[src/pin_mux_pkg.sv]
// constants, offsets and types shared by the pin function multiplexer
package pin_mux_pkg;

  // ------------------------------------------------------------
  // geometry
  // ------------------------------------------------------------
  localparam int NUM_PINS      = 26;  // all multiplexed pins
  localparam int RESET_PIN_IDX = 0;   // port_b_bit0_pin
  localparam int DEBUG_PIN_IDX = 1;   // port_b_bit1_pin
  localparam int SEG_FIRST     = 2;   // first of the segment_driver_pins
  localparam int SEG_COUNT     = 22;  // segment_driver_pins count
  localparam int ADDR_W        = 6;   // byte address width of the slave

  // ------------------------------------------------------------
  // register byte offsets
  // ------------------------------------------------------------
  localparam logic [5:0] OFF_PORT_OUT  = 6'h00;  // port output data
  localparam logic [5:0] OFF_PORT_DIR  = 6'h04;  // port direction, 1 = output
  localparam logic [5:0] OFF_PULLUP    = 6'h08;  // pullup enables
  localparam logic [5:0] OFF_DRIVE     = 6'h0C;  // 1 = high drive strength
  localparam logic [5:0] OFF_SLEW      = 6'h10;  // 1 = slew control on
  localparam logic [5:0] OFF_ALT1_EN   = 6'h14;  // first alternate enables
  localparam logic [5:0] OFF_ALT2_EN   = 6'h18;  // second alternate enables
  localparam logic [5:0] OFF_ALT3_EN   = 6'h1C;  // third alternate enables
  localparam logic [5:0] OFF_SYS_OPT   = 6'h20;  // system_option_reg
  localparam logic [5:0] OFF_PIN_STATE = 6'h24;  // pin levels, read only
  localparam logic [5:0] OFF_STATUS    = 6'h28;  // block status, read only

  // ------------------------------------------------------------
  // fields and reset values
  // ------------------------------------------------------------
  localparam int SYSOPT_RESET_PIN_BIT = 0;  // reset_pin_enable
  localparam int SYSOPT_DEBUG_PIN_BIT = 1;  // debug_pin_enable
  localparam int STAT_BGND_BIT        = 0;  // active background mode
  localparam int STAT_RSTREQ_BIT      = 1;  // external reset request
  localparam int STAT_DBG_BUSY_BIT    = 2;  // debug bit in progress
  localparam logic [31:0] REG_RESET       = 32'h0000_0000;
  localparam logic        RESET_PIN_RESET = 1'b0;
  localparam logic        DEBUG_PIN_RESET = 1'b1;

  // ------------------------------------------------------------
  // debug wire bit timing, in debug clock cycles
  // ------------------------------------------------------------
  localparam int DBG_BIT_CYCLES  = 16;  // one bit time
  localparam int DBG_SAMPLE_AT   = 10;  // receive sample point
  localparam int DBG_LOW_ONE     = 4;   // low time of a one
  localparam int DBG_LOW_ZERO    = 13;  // low time of a zero
  localparam int DBG_SPEEDUP     = 1;   // driven-high speedup pulse

  // phy states
  typedef enum logic [2:0] {
    PHY_IDLE = 3'b001,
    PHY_RX   = 3'b010,
    PHY_TX   = 3'b100
  } phy_state_t;

endpackage

[src/debug_wire_if.sv]
// link between the pin multiplexer and the debug wire bit engine
`timescale 1ns/10ps
interface debug_wire_if;
  logic pinIn;    // sampled level of the debug pin
  logic enable;   // debug function owns the pin
  logic txStart;  // start one transmitted bit
  logic txBit;    // value of that bit
  logic drvOe;    // engine drives the pin
  logic drvOut;   // level driven
  logic busy;     // bit in progress
  logic rxValid;  // received bit pulse
  logic rxBit;    // received bit value
  modport phy (input pinIn, enable, txStart, txBit,
               output drvOe, drvOut, busy, rxValid, rxBit);
  modport mux (output pinIn, enable, txStart, txBit,
               input drvOe, drvOut, busy, rxValid, rxBit);
endinterface

[src/debug_wire_phy.sv]
// single-wire debug bit engine: pseudo open-drain with speedup pulses
`timescale 1ns/10ps
module debug_wire_phy
  import pin_mux_pkg::*;
#(
  parameter int BIT_CYCLES = DBG_BIT_CYCLES
) (
  input wire logic clk,
  input wire logic rst,
  debug_wire_if.phy dw
);

  // ------------------------------------------------------------
  // state
  // ------------------------------------------------------------
  phy_state_t state;         // idle, receiving or sending
  logic [4:0] cnt;           // cycle within the bit
  logic       txVal;         // bit being sent
  logic       pinQ;          // previous pin level, edge detect
  logic [4:0] cntNext;       // incremented count
  logic [4:0] lowLen;        // low phase length of current bit
  logic       fallEdge;      // host pulled the line low
  logic       lastCycle;     // final cycle of a bit time

  assign cntNext   = cnt + 5'h01;
  assign lowLen    = txVal ? 5'(DBG_LOW_ONE) : 5'(DBG_LOW_ZERO);
  assign fallEdge  = pinQ & ~dw.pinIn;
  assign lastCycle = (cnt == 5'(BIT_CYCLES - 1));

  // ------------------------------------------------------------
  // bit sequencer
  // ------------------------------------------------------------
  // the line is only pulled low or pulsed high briefly, never held high,
  // so a host driving low at the same time cannot fight a strong high
  always_ff @(posedge clk) begin
    if (rst || !dw.enable) begin
      state      <= PHY_IDLE;
      cnt        <= 5'h00;
      txVal      <= 1'b0;
      pinQ       <= 1'b1;
      dw.drvOe   <= 1'b0;
      dw.drvOut  <= 1'b0;
      dw.busy    <= 1'b0;
      dw.rxValid <= 1'b0;
      dw.rxBit   <= 1'b0;
    end else begin
      pinQ       <= dw.pinIn;
      dw.rxValid <= 1'b0;
      case (state)
        PHY_IDLE: begin
          cnt <= 5'h00;
          if (dw.txStart) begin              // our own bit first
            state     <= PHY_TX;
            txVal     <= dw.txBit;
            dw.busy   <= 1'b1;
            dw.drvOe  <= 1'b1;
            dw.drvOut <= 1'b0;
          end else if (fallEdge) begin       // host started a bit
            state   <= PHY_RX;
            cnt     <= 5'h01;
            dw.busy <= 1'b1;
          end
        end
        PHY_TX: begin
          cnt       <= cntNext;
          // low phase, then one driven-high speedup, then released
          dw.drvOe  <= (cntNext < lowLen + 5'(DBG_SPEEDUP));
          dw.drvOut <= (cntNext >= lowLen);
          if (lastCycle) begin
            state    <= PHY_IDLE;
            dw.busy  <= 1'b0;
            dw.drvOe <= 1'b0;
          end
        end
        PHY_RX: begin
          cnt <= cntNext;
          if (cnt == 5'(DBG_SAMPLE_AT)) begin
            dw.rxValid <= 1'b1;
            dw.rxBit   <= dw.pinIn;
          end
          if (lastCycle) begin
            state   <= PHY_IDLE;
            dw.busy <= 1'b0;
          end
        end
        default: begin
          state <= PHY_IDLE;
        end
      endcase
    end
  end

endmodule // debug_wire_phy

[src/pin_function_mux.sv]
// pin function multiplexer with reset defaults and Avalon-MM registers
//
// How it works
// - shared reset pin starts as port input
// - sticky reset-pin enable until next reset
// - low on enabled reset pin requests reset
// - reset-pin enable forces its pullup on
// - debug pin samples mode during reset
// - debug-pin enable set by reset; software clears
// - mode pin high at release means normal
// - debug bit lasts sixteen debug clocks
// - debug pin open-drain with driven speedup pulses
// - segment pins reset to tristate port function
// - after reset all pins tristate, no pullup except on the debug pin
// - outputs get drive strength choice, and slew choice except on the debug pin in debug use
// - inputs get software pullup choice
// - highest enabled function owns the pin
//
// Local design decisions: the Avalon-MM slave port and the placing of the registers.
`timescale 1ns/10ps
module pin_function_mux
  import pin_mux_pkg::*;
#(
  parameter int N = NUM_PINS
) (
  input  wire logic              clk,
  input  wire logic              rst,
  // Avalon-MM slave
  input  wire logic [ADDR_W-1:0] address,
  input  wire logic              read,
  input  wire logic              write,
  input  wire logic [31:0]       writedata,
  input  wire logic [3:0]        byteenable,
  output logic      [31:0]       readdata,
  output logic                   waitrequest,
  // pads
  input  wire logic [N-1:0]      pinIn,
  output logic      [N-1:0]      pinOut,
  output logic      [N-1:0]      pinOe,
  output logic      [N-1:0]      pinPullup,
  output logic      [N-1:0]      pinDriveHigh,
  output logic      [N-1:0]      pinSlew,
  // peripheral side of each alternate function
  input  wire logic [N-1:0]      alt1Oe,
  input  wire logic [N-1:0]      alt1Out,
  input  wire logic [N-1:0]      alt2Oe,
  input  wire logic [N-1:0]      alt2Out,
  input  wire logic [N-1:0]      alt3Oe,
  input  wire logic [N-1:0]      alt3Out,
  output logic      [N-1:0]      portIn,
  output logic      [N-1:0]      alt1In,
  output logic      [N-1:0]      alt2In,
  output logic      [N-1:0]      alt3In,
  // background_debug_controller side
  input  wire logic              dbgTxStart,
  input  wire logic              dbgTxBit,
  output logic                   dbgBusy,
  output logic                   dbgRxValid,
  output logic                   dbgRxBit,
  // system
  output logic                   resetRequest,
  output logic                   activeBackgroundMode
);

  // ------------------------------------------------------------
  // software registers
  // ------------------------------------------------------------
  logic [N-1:0] portOutReg;      // port output data
  logic [N-1:0] portDir;         // port direction
  logic [N-1:0] pullupEn;        // pullup choice for inputs
  logic [N-1:0] driveHigh;       // drive strength choice
  logic [N-1:0] slewEn;          // slew control choice
  logic [N-1:0] alt1En;          // first alternate enables
  logic [N-1:0] alt2En;          // second alternate enables
  logic [N-1:0] alt3En;          // third alternate enables
  logic         reset_pin_enable; // shared pin acts as reset
  logic         debug_pin_enable; // shared pin acts as debug wire
  logic [N-1:0] pinState;        // sampled pin levels
  logic         modeSample;      // mode_select_pin level during reset
  logic         rstQ;            // reset one cycle ago

  // ------------------------------------------------------------
  // bus decode
  // ------------------------------------------------------------
  logic        busReq;           // read or write pending
  logic        wrFire;           // write commits this edge
  logic [31:0] byteMask;         // lanes selected by byteenable
  logic [31:0] rdMux;            // read data selection
  logic        hitPortOut;
  logic        hitPortDir;
  logic        hitPullup;
  logic        hitDrive;
  logic        hitSlew;
  logic        hitAlt1;
  logic        hitAlt2;
  logic        hitAlt3;
  logic        hitSysOpt;
  logic [31:0] statusWord;       // status register image
  logic [31:0] sysOptWord;       // system_option_reg image

  assign busReq   = read | write;
  assign wrFire   = write & ~waitrequest;
  assign byteMask = {{8{byteenable[3]}}, {8{byteenable[2]}},
                     {8{byteenable[1]}}, {8{byteenable[0]}}};

  assign hitPortOut = wrFire & (address == OFF_PORT_OUT);
  assign hitPortDir = wrFire & (address == OFF_PORT_DIR);
  assign hitPullup  = wrFire & (address == OFF_PULLUP);
  assign hitDrive   = wrFire & (address == OFF_DRIVE);
  assign hitSlew    = wrFire & (address == OFF_SLEW);
  assign hitAlt1    = wrFire & (address == OFF_ALT1_EN);
  assign hitAlt2    = wrFire & (address == OFF_ALT2_EN);
  assign hitAlt3    = wrFire & (address == OFF_ALT3_EN);
  assign hitSysOpt  = wrFire & (address == OFF_SYS_OPT);

  // merge a write into an old value honouring byte lanes
  function automatic logic [N-1:0] merge(input logic [N-1:0] old);
    logic [31:0] wide;
    wide = 32'(old);
    wide = (wide & ~byteMask) | (writedata & byteMask);
    return wide[N-1:0];
  endfunction

  assign sysOptWord = 32'({debug_pin_enable, reset_pin_enable});
  assign statusWord = 32'({dbgBusy, resetRequest, activeBackgroundMode});

  // unmapped offsets read as zero
  always_comb begin
    case (address)
      OFF_PORT_OUT:  rdMux = 32'(portOutReg);
      OFF_PORT_DIR:  rdMux = 32'(portDir);
      OFF_PULLUP:    rdMux = 32'(pullupEn);
      OFF_DRIVE:     rdMux = 32'(driveHigh);
      OFF_SLEW:      rdMux = 32'(slewEn);
      OFF_ALT1_EN:   rdMux = 32'(alt1En);
      OFF_ALT2_EN:   rdMux = 32'(alt2En);
      OFF_ALT3_EN:   rdMux = 32'(alt3En);
      OFF_SYS_OPT:   rdMux = sysOptWord;
      OFF_PIN_STATE: rdMux = 32'(pinState);
      OFF_STATUS:    rdMux = statusWord;
      default:       rdMux = REG_RESET;
    endcase
  end

  // ------------------------------------------------------------
  // bus handshake: one wait cycle, then the answer
  // ------------------------------------------------------------
  // waitrequest idles high so every request sees exactly one stall
  always_ff @(posedge clk) begin
    if (rst) begin
      waitrequest <= 1'b1;
      readdata    <= REG_RESET;
    end else if (busReq && waitrequest) begin
      waitrequest <= 1'b0;
      readdata    <= read ? rdMux : REG_RESET;
    end else begin
      waitrequest <= 1'b1;
    end
  end

  // ------------------------------------------------------------
  // pin configuration registers
  // ------------------------------------------------------------
  // every pin but the debug pin (owned by the debug wire) comes out of reset as a plain input
  always_ff @(posedge clk) begin
    if (rst) begin
      portOutReg <= N'(REG_RESET);
      portDir    <= N'(REG_RESET);
      pullupEn   <= N'(REG_RESET);
      driveHigh  <= N'(REG_RESET);
      slewEn     <= N'(REG_RESET);
      alt1En     <= N'(REG_RESET);
      alt2En     <= N'(REG_RESET);
      alt3En     <= N'(REG_RESET);
    end else begin
      if (hitPortOut) portOutReg <= merge(portOutReg);
      if (hitPortDir) portDir    <= merge(portDir);
      if (hitPullup)  pullupEn   <= merge(pullupEn);
      if (hitDrive)   driveHigh  <= merge(driveHigh);
      if (hitSlew)    slewEn     <= merge(slewEn);
      if (hitAlt1)    alt1En     <= merge(alt1En);
      if (hitAlt2)    alt2En     <= merge(alt2En);
      if (hitAlt3)    alt3En     <= merge(alt3En);
    end
  end

  // ------------------------------------------------------------
  // system options
  // ------------------------------------------------------------
  // the reset-pin enable can only be set; only a reset clears it
  always_ff @(posedge clk) begin
    if (rst) begin
      reset_pin_enable <= RESET_PIN_RESET;
      debug_pin_enable <= DEBUG_PIN_RESET;
    end else if (hitSysOpt && byteenable[0]) begin
      reset_pin_enable <= reset_pin_enable
                        | writedata[SYSOPT_RESET_PIN_BIT];
      debug_pin_enable <= writedata[SYSOPT_DEBUG_PIN_BIT];
    end
  end

  // ------------------------------------------------------------
  // mode select at the release of reset
  // ------------------------------------------------------------
  // sampled without reset so the level held across the release is kept
  always_ff @(posedge clk) begin
    rstQ <= rst;
    if (rst) begin
      modeSample <= pinIn[DEBUG_PIN_IDX];
    end
  end

  // low at the release forces background mode, high runs normally
  always_ff @(posedge clk) begin
    if (rst) begin
      activeBackgroundMode <= 1'b0;
    end else if (rstQ) begin
      activeBackgroundMode <= ~modeSample;
    end
  end

  // ------------------------------------------------------------
  // external reset request
  // ------------------------------------------------------------
  // the system reset controller turns this into rst, which in turn
  // clears the enable and hands the pin back to the port
  always_ff @(posedge clk) begin
    if (rst) begin
      resetRequest <= 1'b0;
    end else begin
      resetRequest <= reset_pin_enable & ~pinIn[RESET_PIN_IDX];
    end
  end

  // ------------------------------------------------------------
  // debug wire engine
  // ------------------------------------------------------------
  debug_wire_if dw ();

  assign dw.pinIn   = pinIn[DEBUG_PIN_IDX];
  assign dw.enable  = debug_pin_enable;
  assign dw.txStart = dbgTxStart;
  assign dw.txBit   = dbgTxBit;

  debug_wire_phy #(
    .BIT_CYCLES (DBG_BIT_CYCLES)
  ) u_phy (
    .clk (clk),
    .rst (rst),
    .dw  (dw.phy)
  );

  // engine results to the controller, one flop later
  always_ff @(posedge clk) begin
    if (rst) begin
      dbgBusy    <= 1'b0;
      dbgRxValid <= 1'b0;
      dbgRxBit   <= 1'b0;
    end else begin
      dbgBusy    <= dw.busy;
      dbgRxValid <= dw.rxValid;
      dbgRxBit   <= dw.rxBit;
    end
  end

  // ------------------------------------------------------------
  // per-pin ownership and pad controls
  // ------------------------------------------------------------
  logic [N-1:0] en2;             // effective second alternate
  logic [N-1:0] oe2;             // second alternate output enable
  logic [N-1:0] out2;            // second alternate output data
  logic [N-1:0] dirEff;          // port direction, input-only masked
  logic [N-1:0] own1;            // first alternate owns the pin
  logic [N-1:0] own2;            // second alternate owns the pin
  logic [N-1:0] own3;            // third alternate owns the pin
  logic [N-1:0] ownPort;         // port owns the pin
  logic [N-1:0] next_oe;
  logic [N-1:0] next_out;
  logic [N-1:0] next_pull;
  logic [N-1:0] next_drive;
  logic [N-1:0] next_slew;

  genvar i;
  generate
    for (i = 0; i < N; i++) begin : g_pin
      if (i == RESET_PIN_IDX) begin : g_rst
        // the reset function only listens
        assign en2[i]    = reset_pin_enable;
        assign oe2[i]    = 1'b0;
        assign out2[i]   = 1'b0;
        assign dirEff[i] = 1'b0;
      end else if (i == DEBUG_PIN_IDX) begin : g_dbg
        assign en2[i]    = debug_pin_enable;
        assign oe2[i]    = dw.drvOe;
        assign out2[i]   = dw.drvOut;
        assign dirEff[i] = portDir[i];
      end else begin : g_gen
        assign en2[i]    = alt2En[i];
        assign oe2[i]    = alt2Oe[i];
        assign out2[i]   = alt2Out[i];
        assign dirEff[i] = portDir[i];
      end

      // fixed priority, third alternate on top
      assign own3[i]    = alt3En[i];
      assign own2[i]    = en2[i] & ~own3[i];
      assign own1[i]    = alt1En[i] & ~en2[i] & ~own3[i];
      assign ownPort[i] = ~alt1En[i] & ~en2[i] & ~own3[i];

      assign next_oe[i]  = own3[i] ? alt3Oe[i]
                         : own2[i] ? oe2[i]
                         : own1[i] ? alt1Oe[i]
                         : dirEff[i];
      assign next_out[i] = own3[i] ? alt3Out[i]
                         : own2[i] ? out2[i]
                         : own1[i] ? alt1Out[i]
                         : portOutReg[i];

      // pullup only on inputs, forced for reset and debug use
      if (i == RESET_PIN_IDX) begin : g_pr
        assign next_pull[i] = (~next_oe[i] & pullupEn[i])
                            | reset_pin_enable;
      end else if (i == DEBUG_PIN_IDX) begin : g_pd
        assign next_pull[i] = ~next_oe[i] & (pullupEn[i] | own2[i]);
      end else begin : g_pg
        assign next_pull[i] = ~next_oe[i] & pullupEn[i];
      end

      assign next_drive[i] = next_oe[i] & driveHigh[i];
      // debug use keeps the drive strength choice but has no slew control
      if (i == DEBUG_PIN_IDX) begin : g_sd
        assign next_slew[i] = next_oe[i] & slewEn[i] & ~own2[i];
      end else begin : g_sg
        assign next_slew[i] = next_oe[i] & slewEn[i];
      end
    end
  endgenerate

  // ------------------------------------------------------------
  // registered pad and routing outputs
  // ------------------------------------------------------------
  // one flop stage: a changed enable shows at the next clock, and
  // during reset every pad is a tristate input without pullup
  always_ff @(posedge clk) begin
    if (rst) begin
      pinOe        <= '0;
      pinOut       <= '0;
      pinPullup    <= '0;
      pinDriveHigh <= '0;
      pinSlew      <= '0;
      portIn       <= '0;
      alt1In       <= '0;
      alt2In       <= '0;
      alt3In       <= '0;
      pinState     <= '0;
    end else begin
      pinOe        <= next_oe;
      pinOut       <= next_out;
      pinPullup    <= next_pull;
      pinDriveHigh <= next_drive;
      pinSlew      <= next_slew;
      // only the owning function sees the pin level
      portIn       <= pinIn & ownPort;
      alt1In       <= pinIn & own1;
      alt2In       <= pinIn & own2;
      alt3In       <= pinIn & own3;
      pinState     <= pinIn;
    end
  end

endmodule // pin_function_mux

[config.mk]
export PLATFORM = sky130hd
export DESIGN_NAME = pin_function_mux
export DESIGN_NICKNAME = d
export VERILOG_FILES = /design/src/pin_mux_pkg.sv /design/src/debug_wire_if.sv /design/src/debug_wire_phy.sv /design/src/pin_function_mux.sv
export SDC_FILE = /design/constraint.sdc
export NUM_CORES = 1
export LEC_CHECK = 0
export BUFFER_PORTS_ARGS = -buffer_cell sky130_fd_sc_hd__buf_2
export CORE_MARGIN = 2
export CORE_UTILIZATION = 40
export CTS_BUF_LIST = sky130_fd_sc_hd__clkbuf_2 sky130_fd_sc_hd__clkbuf_4 sky130_fd_sc_hd__clkbuf_8
export DETAILED_ROUTE_END_ITERATION = 8
export GPL_TIMING_DRIVEN = 0
export HOLD_SLACK_MARGIN = 0.06
export SLEW_MARGIN = 40
export SYNTH_ARGS = -nofsm -noshare
export SYNTH_HDL_FRONTEND = slang
export SYNTH_SLANG_ARGS = --single-unit
[constraint.sdc]
create_clock -name clk -period 4.9 [get_ports clk]
set_input_delay 0.98 -clock clk [delete_from_list [all_inputs] [get_ports clk]]
set_output_delay 0.98 -clock clk [all_outputs]
set_load 0.1 [all_outputs]
Yosys cells after proc, flatten, opt, wreduce, memory -nomap -nowiden. Cells that the tools add are included.

Register bits after elaboration: 525. Input bits: 230. Word-level logic and storage cells: 608.

$add $sub $neg: 2. Order comparisons: 2. Equality and inequality tests: 18. Mux-type cells: 177. Bitwise operators: 357. Reductions and logical operators: 14.

Operators with widths (number): AND 26 bit (13); one-hot mux 26 bit (11 select lines) (1); AND 1 bit (221); bitwise OR 26 bit (8); two-way mux 1 bit (165); NOT 1 bit (110); two-way mux 32 bit (1); NOT 26 bit (1); == test 6 x 5 -> 1 bit (second input constant) (4); == test 6 bit (second input constant) (3); == test 6 x 4 -> 1 bit (second input constant) (2); adder 5 x 1 -> 5 bit (second input constant) (2); == test 5 x 4 -> 1 bit (second input constant) (2); one-hot mux 5 bit (2 select lines) (1); two-way mux 3 bit (3); AND reduction 2 bit (4); == test 6 x 3 -> 1 bit (second input constant) (1); zero test 6 bit (1); one-hot mux 1 bit (2 select lines) (3); one-hot mux 3 bit (2 select lines) (1); greater-or-equal comparator 5 bit (1); less-than comparator 5 bit (1); two-way mux 5 bit (1); two-way mux 4 bit (1); 13 further kinds (19).

Longest topological paths before layout.
Depth after elaboration: 9. Mapped depth: 7. Mapped depth without buffers: 7.

Hierarchy. Synthesis repeated with hierarchy kept, for this count alone.

Cell total of the unflattened synthesis: 1983. Area, all modules: 20442.1 um^2.

By module, submodules not included: pin_function_mux (instances 1, cells an instance 1881, area each 19543.7 um^2); debug_wire_phy (instances 1, cells an instance 102, area each 898.4 um^2).

Least setup slack after synthesis. No wires, ideal clock.

Path kind: input to register. Start: input address[1]. End: register (tool-made name). Arrival: 2.503 ns. Data required time: 4.772 ns. Slack: 2.270 ns. Cell stages on the path: 6. Buffers on the path: 2. Cells stage by stage: or4b_1 > buf_6 > or4_1 > buf_4 > mux2i_1 > nor2_1.

RTL lines: start: declaration (RTL line pin_function_mux.sv:29) `input wire logic [ADDR_W-1:0] address,`.

Worst setup path after layout.
Start: input address[2]. End: register readdata[17].

Longest elaborated chain between the ends: 3. Elaborated cells on any way between the ends: 13. Classes of those cells: 10 x eq/ne; 2 x mux; 1 x reduce/logical.

Ends and longest elaborated chain: == test 6 bit, or another cell as far along (RTL line pin_function_mux.sv:129) `case (address)`; one-hot mux 26 bit (11 select lines) * (RTL line pin_function_mux.sv:129); two-way mux 32 bit * (RTL line pin_function_mux.sv:155) `readdata <= read ? rdMux : REG_RESET;`; end signal: assignment (RTL line pin_function_mux.sv:155); end: declaration (RTL line pin_function_mux.sv:34) `output logic [31:0] readdata,`.

Every way passes the cells marked *; elsewhere a longest branch is shown, timed or not. A chain may end at the register's enable or synchronous reset.

==> results.cfg <==
[routing]
first_pass_iters = 8
highest_layer = met5
num_vias = 17700
drtIter0Drc = 1517
ant_nets = 0
viasPerCell = 5.42
wl_met3_mm = 6.02
met2_length_mm = 35.7
wl_per_cell_um = 23.8
met1_length_mm = 32.7
drc = 0
wl_mm = 77.6

[floorplan]
dieArea_um2 = 52300
fp-row-count = 82
io_pins = 502
start_util = 0.404
die_w_um = 229
die_y_um = 229
core_area_um2 = 50100

[logic_synthesis]
synth_seq_cells = 519
synth_edf_count = 1
async_flop_share = 0
ys_seq_area_frac = 0.514
synth.avg_cell_area_um2 = 10.3
yosysWarnings = 0
synth.cell_area_um2 = 20200
yosys_most_used_dff = dfxtp_1
synth_cell_type_count = 60
synthCells = 1956

[worst_setup_path]
required_ns = 5.46
crit_path_max_incr_delay_ns = 0.73
cp.depth = 6
slowest_stage = clkbuf_1
worstPathMaxFanout = 10
end_kind = flop
cp_num_buf_inv = 2
crit_path_cell_trace = clkbuf_1, nand2_2, nor2_1, clkbuf_1, a221oi_1, a221oi_1
reg2reg_depth = 5
worst_setup_path_start_kind = input port
cp.arrival_ns = 3.70
r2r-start = waitrequest$_SDFF_PP1_
crit_type = in -> reg
critPathLaunch = address[2]
cpLargestDelayFamily = buffers and inverters

[sta]
min_period_ns = 3.14
hold_viol = 0
slew_headroom = 0.384
worst_slew_pin_slew_ns = 0.925
fmaxAchievable_mhz = 318
setup_tns_ns = 0
rsz0062_at_grt = false
fin_crit_sh = 0.641
finClkSkew_ns = 0.0175
slew_violations = 0
setup_viol = 0
whs_ns = 0.451

[clocking]
htreeDepth = 3
cts.hold.buffers_added = 0
numCtsBuffers = 88
clock-sinks = 519
clockRootBuffer = clkbuf_8
post_cts_buffers = 0
clkSlewWorstSetupHoldPaths_ns = 0.06
ctsLongestPathBuffers = 3
post_cts_resized = 0
cts_tree = done
clock_latency_ns = 0.68

[power_and_ir_drop]
p_leak_nw = 11.2
power.total_w = 0.00915
powerDensity_nw_per_um2 = 360
max-vdd-ir-drop_mv = 0.192

[final_layout]
drive_gt1_frac = 0.296
final_common_cell = dfxtp_1
syn_to_final_growth_pct = 25.8
layout_common_cells = 518 x dfxtp_1, 477 x buf_2, 280 x mux2i_1
final_core_util = 0.508
fin_nets = 2750
final.fill_count = 4771

[place]
port_buffers = 457
hpwl_mm = 55.1
routabilityCongestion = 0.883

[run_status]
outcome = finished, final reports clean

[hold_path]
whs_path_depth = 1
hp-start = rstQ$_DFF_P_
hp-class = reg -> reg

[grt]
grt_util_all_layers = 0.286
grt_pass1_wl_mm = 111
antenna_found_initial = 7
grt.overflow.total = 0
grt_start_max_net_pins = 12
grt_pass1_vias = 17500

[job]
max_cap_viol_count = 0
==> final cells by class <==
class                           count  area, um^2  share of cell area
Sequential cell                   519       10400               0.409
Buffer                            144         663              0.0261
Clock buffer                      134        1710              0.0671
Multi-Input combinational cell   1227        8960               0.352
Tap cell                          672         841              0.0331
Antenna cell                        4        10.0            0.000394
Inverter                           71         267              0.0105
Clock inverter                     28         246             0.00969
Timing Repair Buffer              462        2340              0.0919
==> per-stage QoR <==
stage | cell area (um^2) | std cells | worst slack, ns
3_3_place_gp | 23400 | 3090 | 0.950
2_1_floorplan | 20200 | 1961 | 2.27
5_1_grt | 25400 | 3260 | 1.68
4_1_cts | 25400 | 3254 | 1.88
3_5_place_dp | 23400 | 3092 | 1.12
6_report | 25400 | 3261 | 1.76
==> cells in the mapped netlist, drive strengths merged (2+ instances only) <==
library cell,instances,area [um^2]
a221oi,44,385
o211ai,26,195
and4b,24,240
a31oi,2,12.5
nor3,52,463
or4,8,63.8
mux2,29,327
mux2i,280,2800
mux4,25,563
nor4,26,163
nor2b,6,37.5
inv,71,267
a222oi,28,280
a211oi,5,37.5
nand3b,10,86.3
nand3,16,80.1
dfxtp,518,10400
nor4b,27,243
xnor2,2,17.5
clkbuf,111,417
nor3b,6,45.0
a22oi,2,15.0
nand2,95,359
buf,33,216
a21boi,2,15.0
nand2b,54,338
and3,27,169
ha,7,87.6
nor2,269,1010
or4b,2,20.0
o21ai,29,145
a21oi,46,230
and2,52,325
o22ai,7,43.8
==> worst paths after layout <==
check             slack (ns)                                 to
hold / removal          0.45  activeBackgroundMode$_SDFFE_PP0P_
setup reg to reg        2.58                               flop
hold reg to reg         0.45  activeBackgroundMode$_SDFFE_PP0P_
setup / recovery        1.76          readdata[17]$_SDFFE_PP0P_
==> layer usage <==
metal,GRT usage,up-vias
met5,0,-
met4,0.134,6
met3,0.0554,176
met2,0.462,864
met1,0.370,8592
li1,-,8022
==> power by group <==
group / total, W / switching (W) / internal [W]
clock network: 0.00426 / 0.00182 / 0.00244
logic: 0.000613 / 0.000461 / 0.000152
registers: 0.00428 / 0.0000205 / 0.00426
total: 0.00915 / 0.00230 / 0.00685
==> cells by family (layout without fill, tap and decap cells) <==
kind of cell,count (synthesis),in the layout,synth area share
compound gates,198,198,0.0704
other cells,1,10,0.000186
fa+ha+maj,7,7,0.00433
mux,334,334,0.183
simple gates,679,679,0.182
flops,519,519,0.514
buf+inv,215,839,0.0445
xor+xnor,3,3,0.00130
Power figures use the tool's default switching activity.
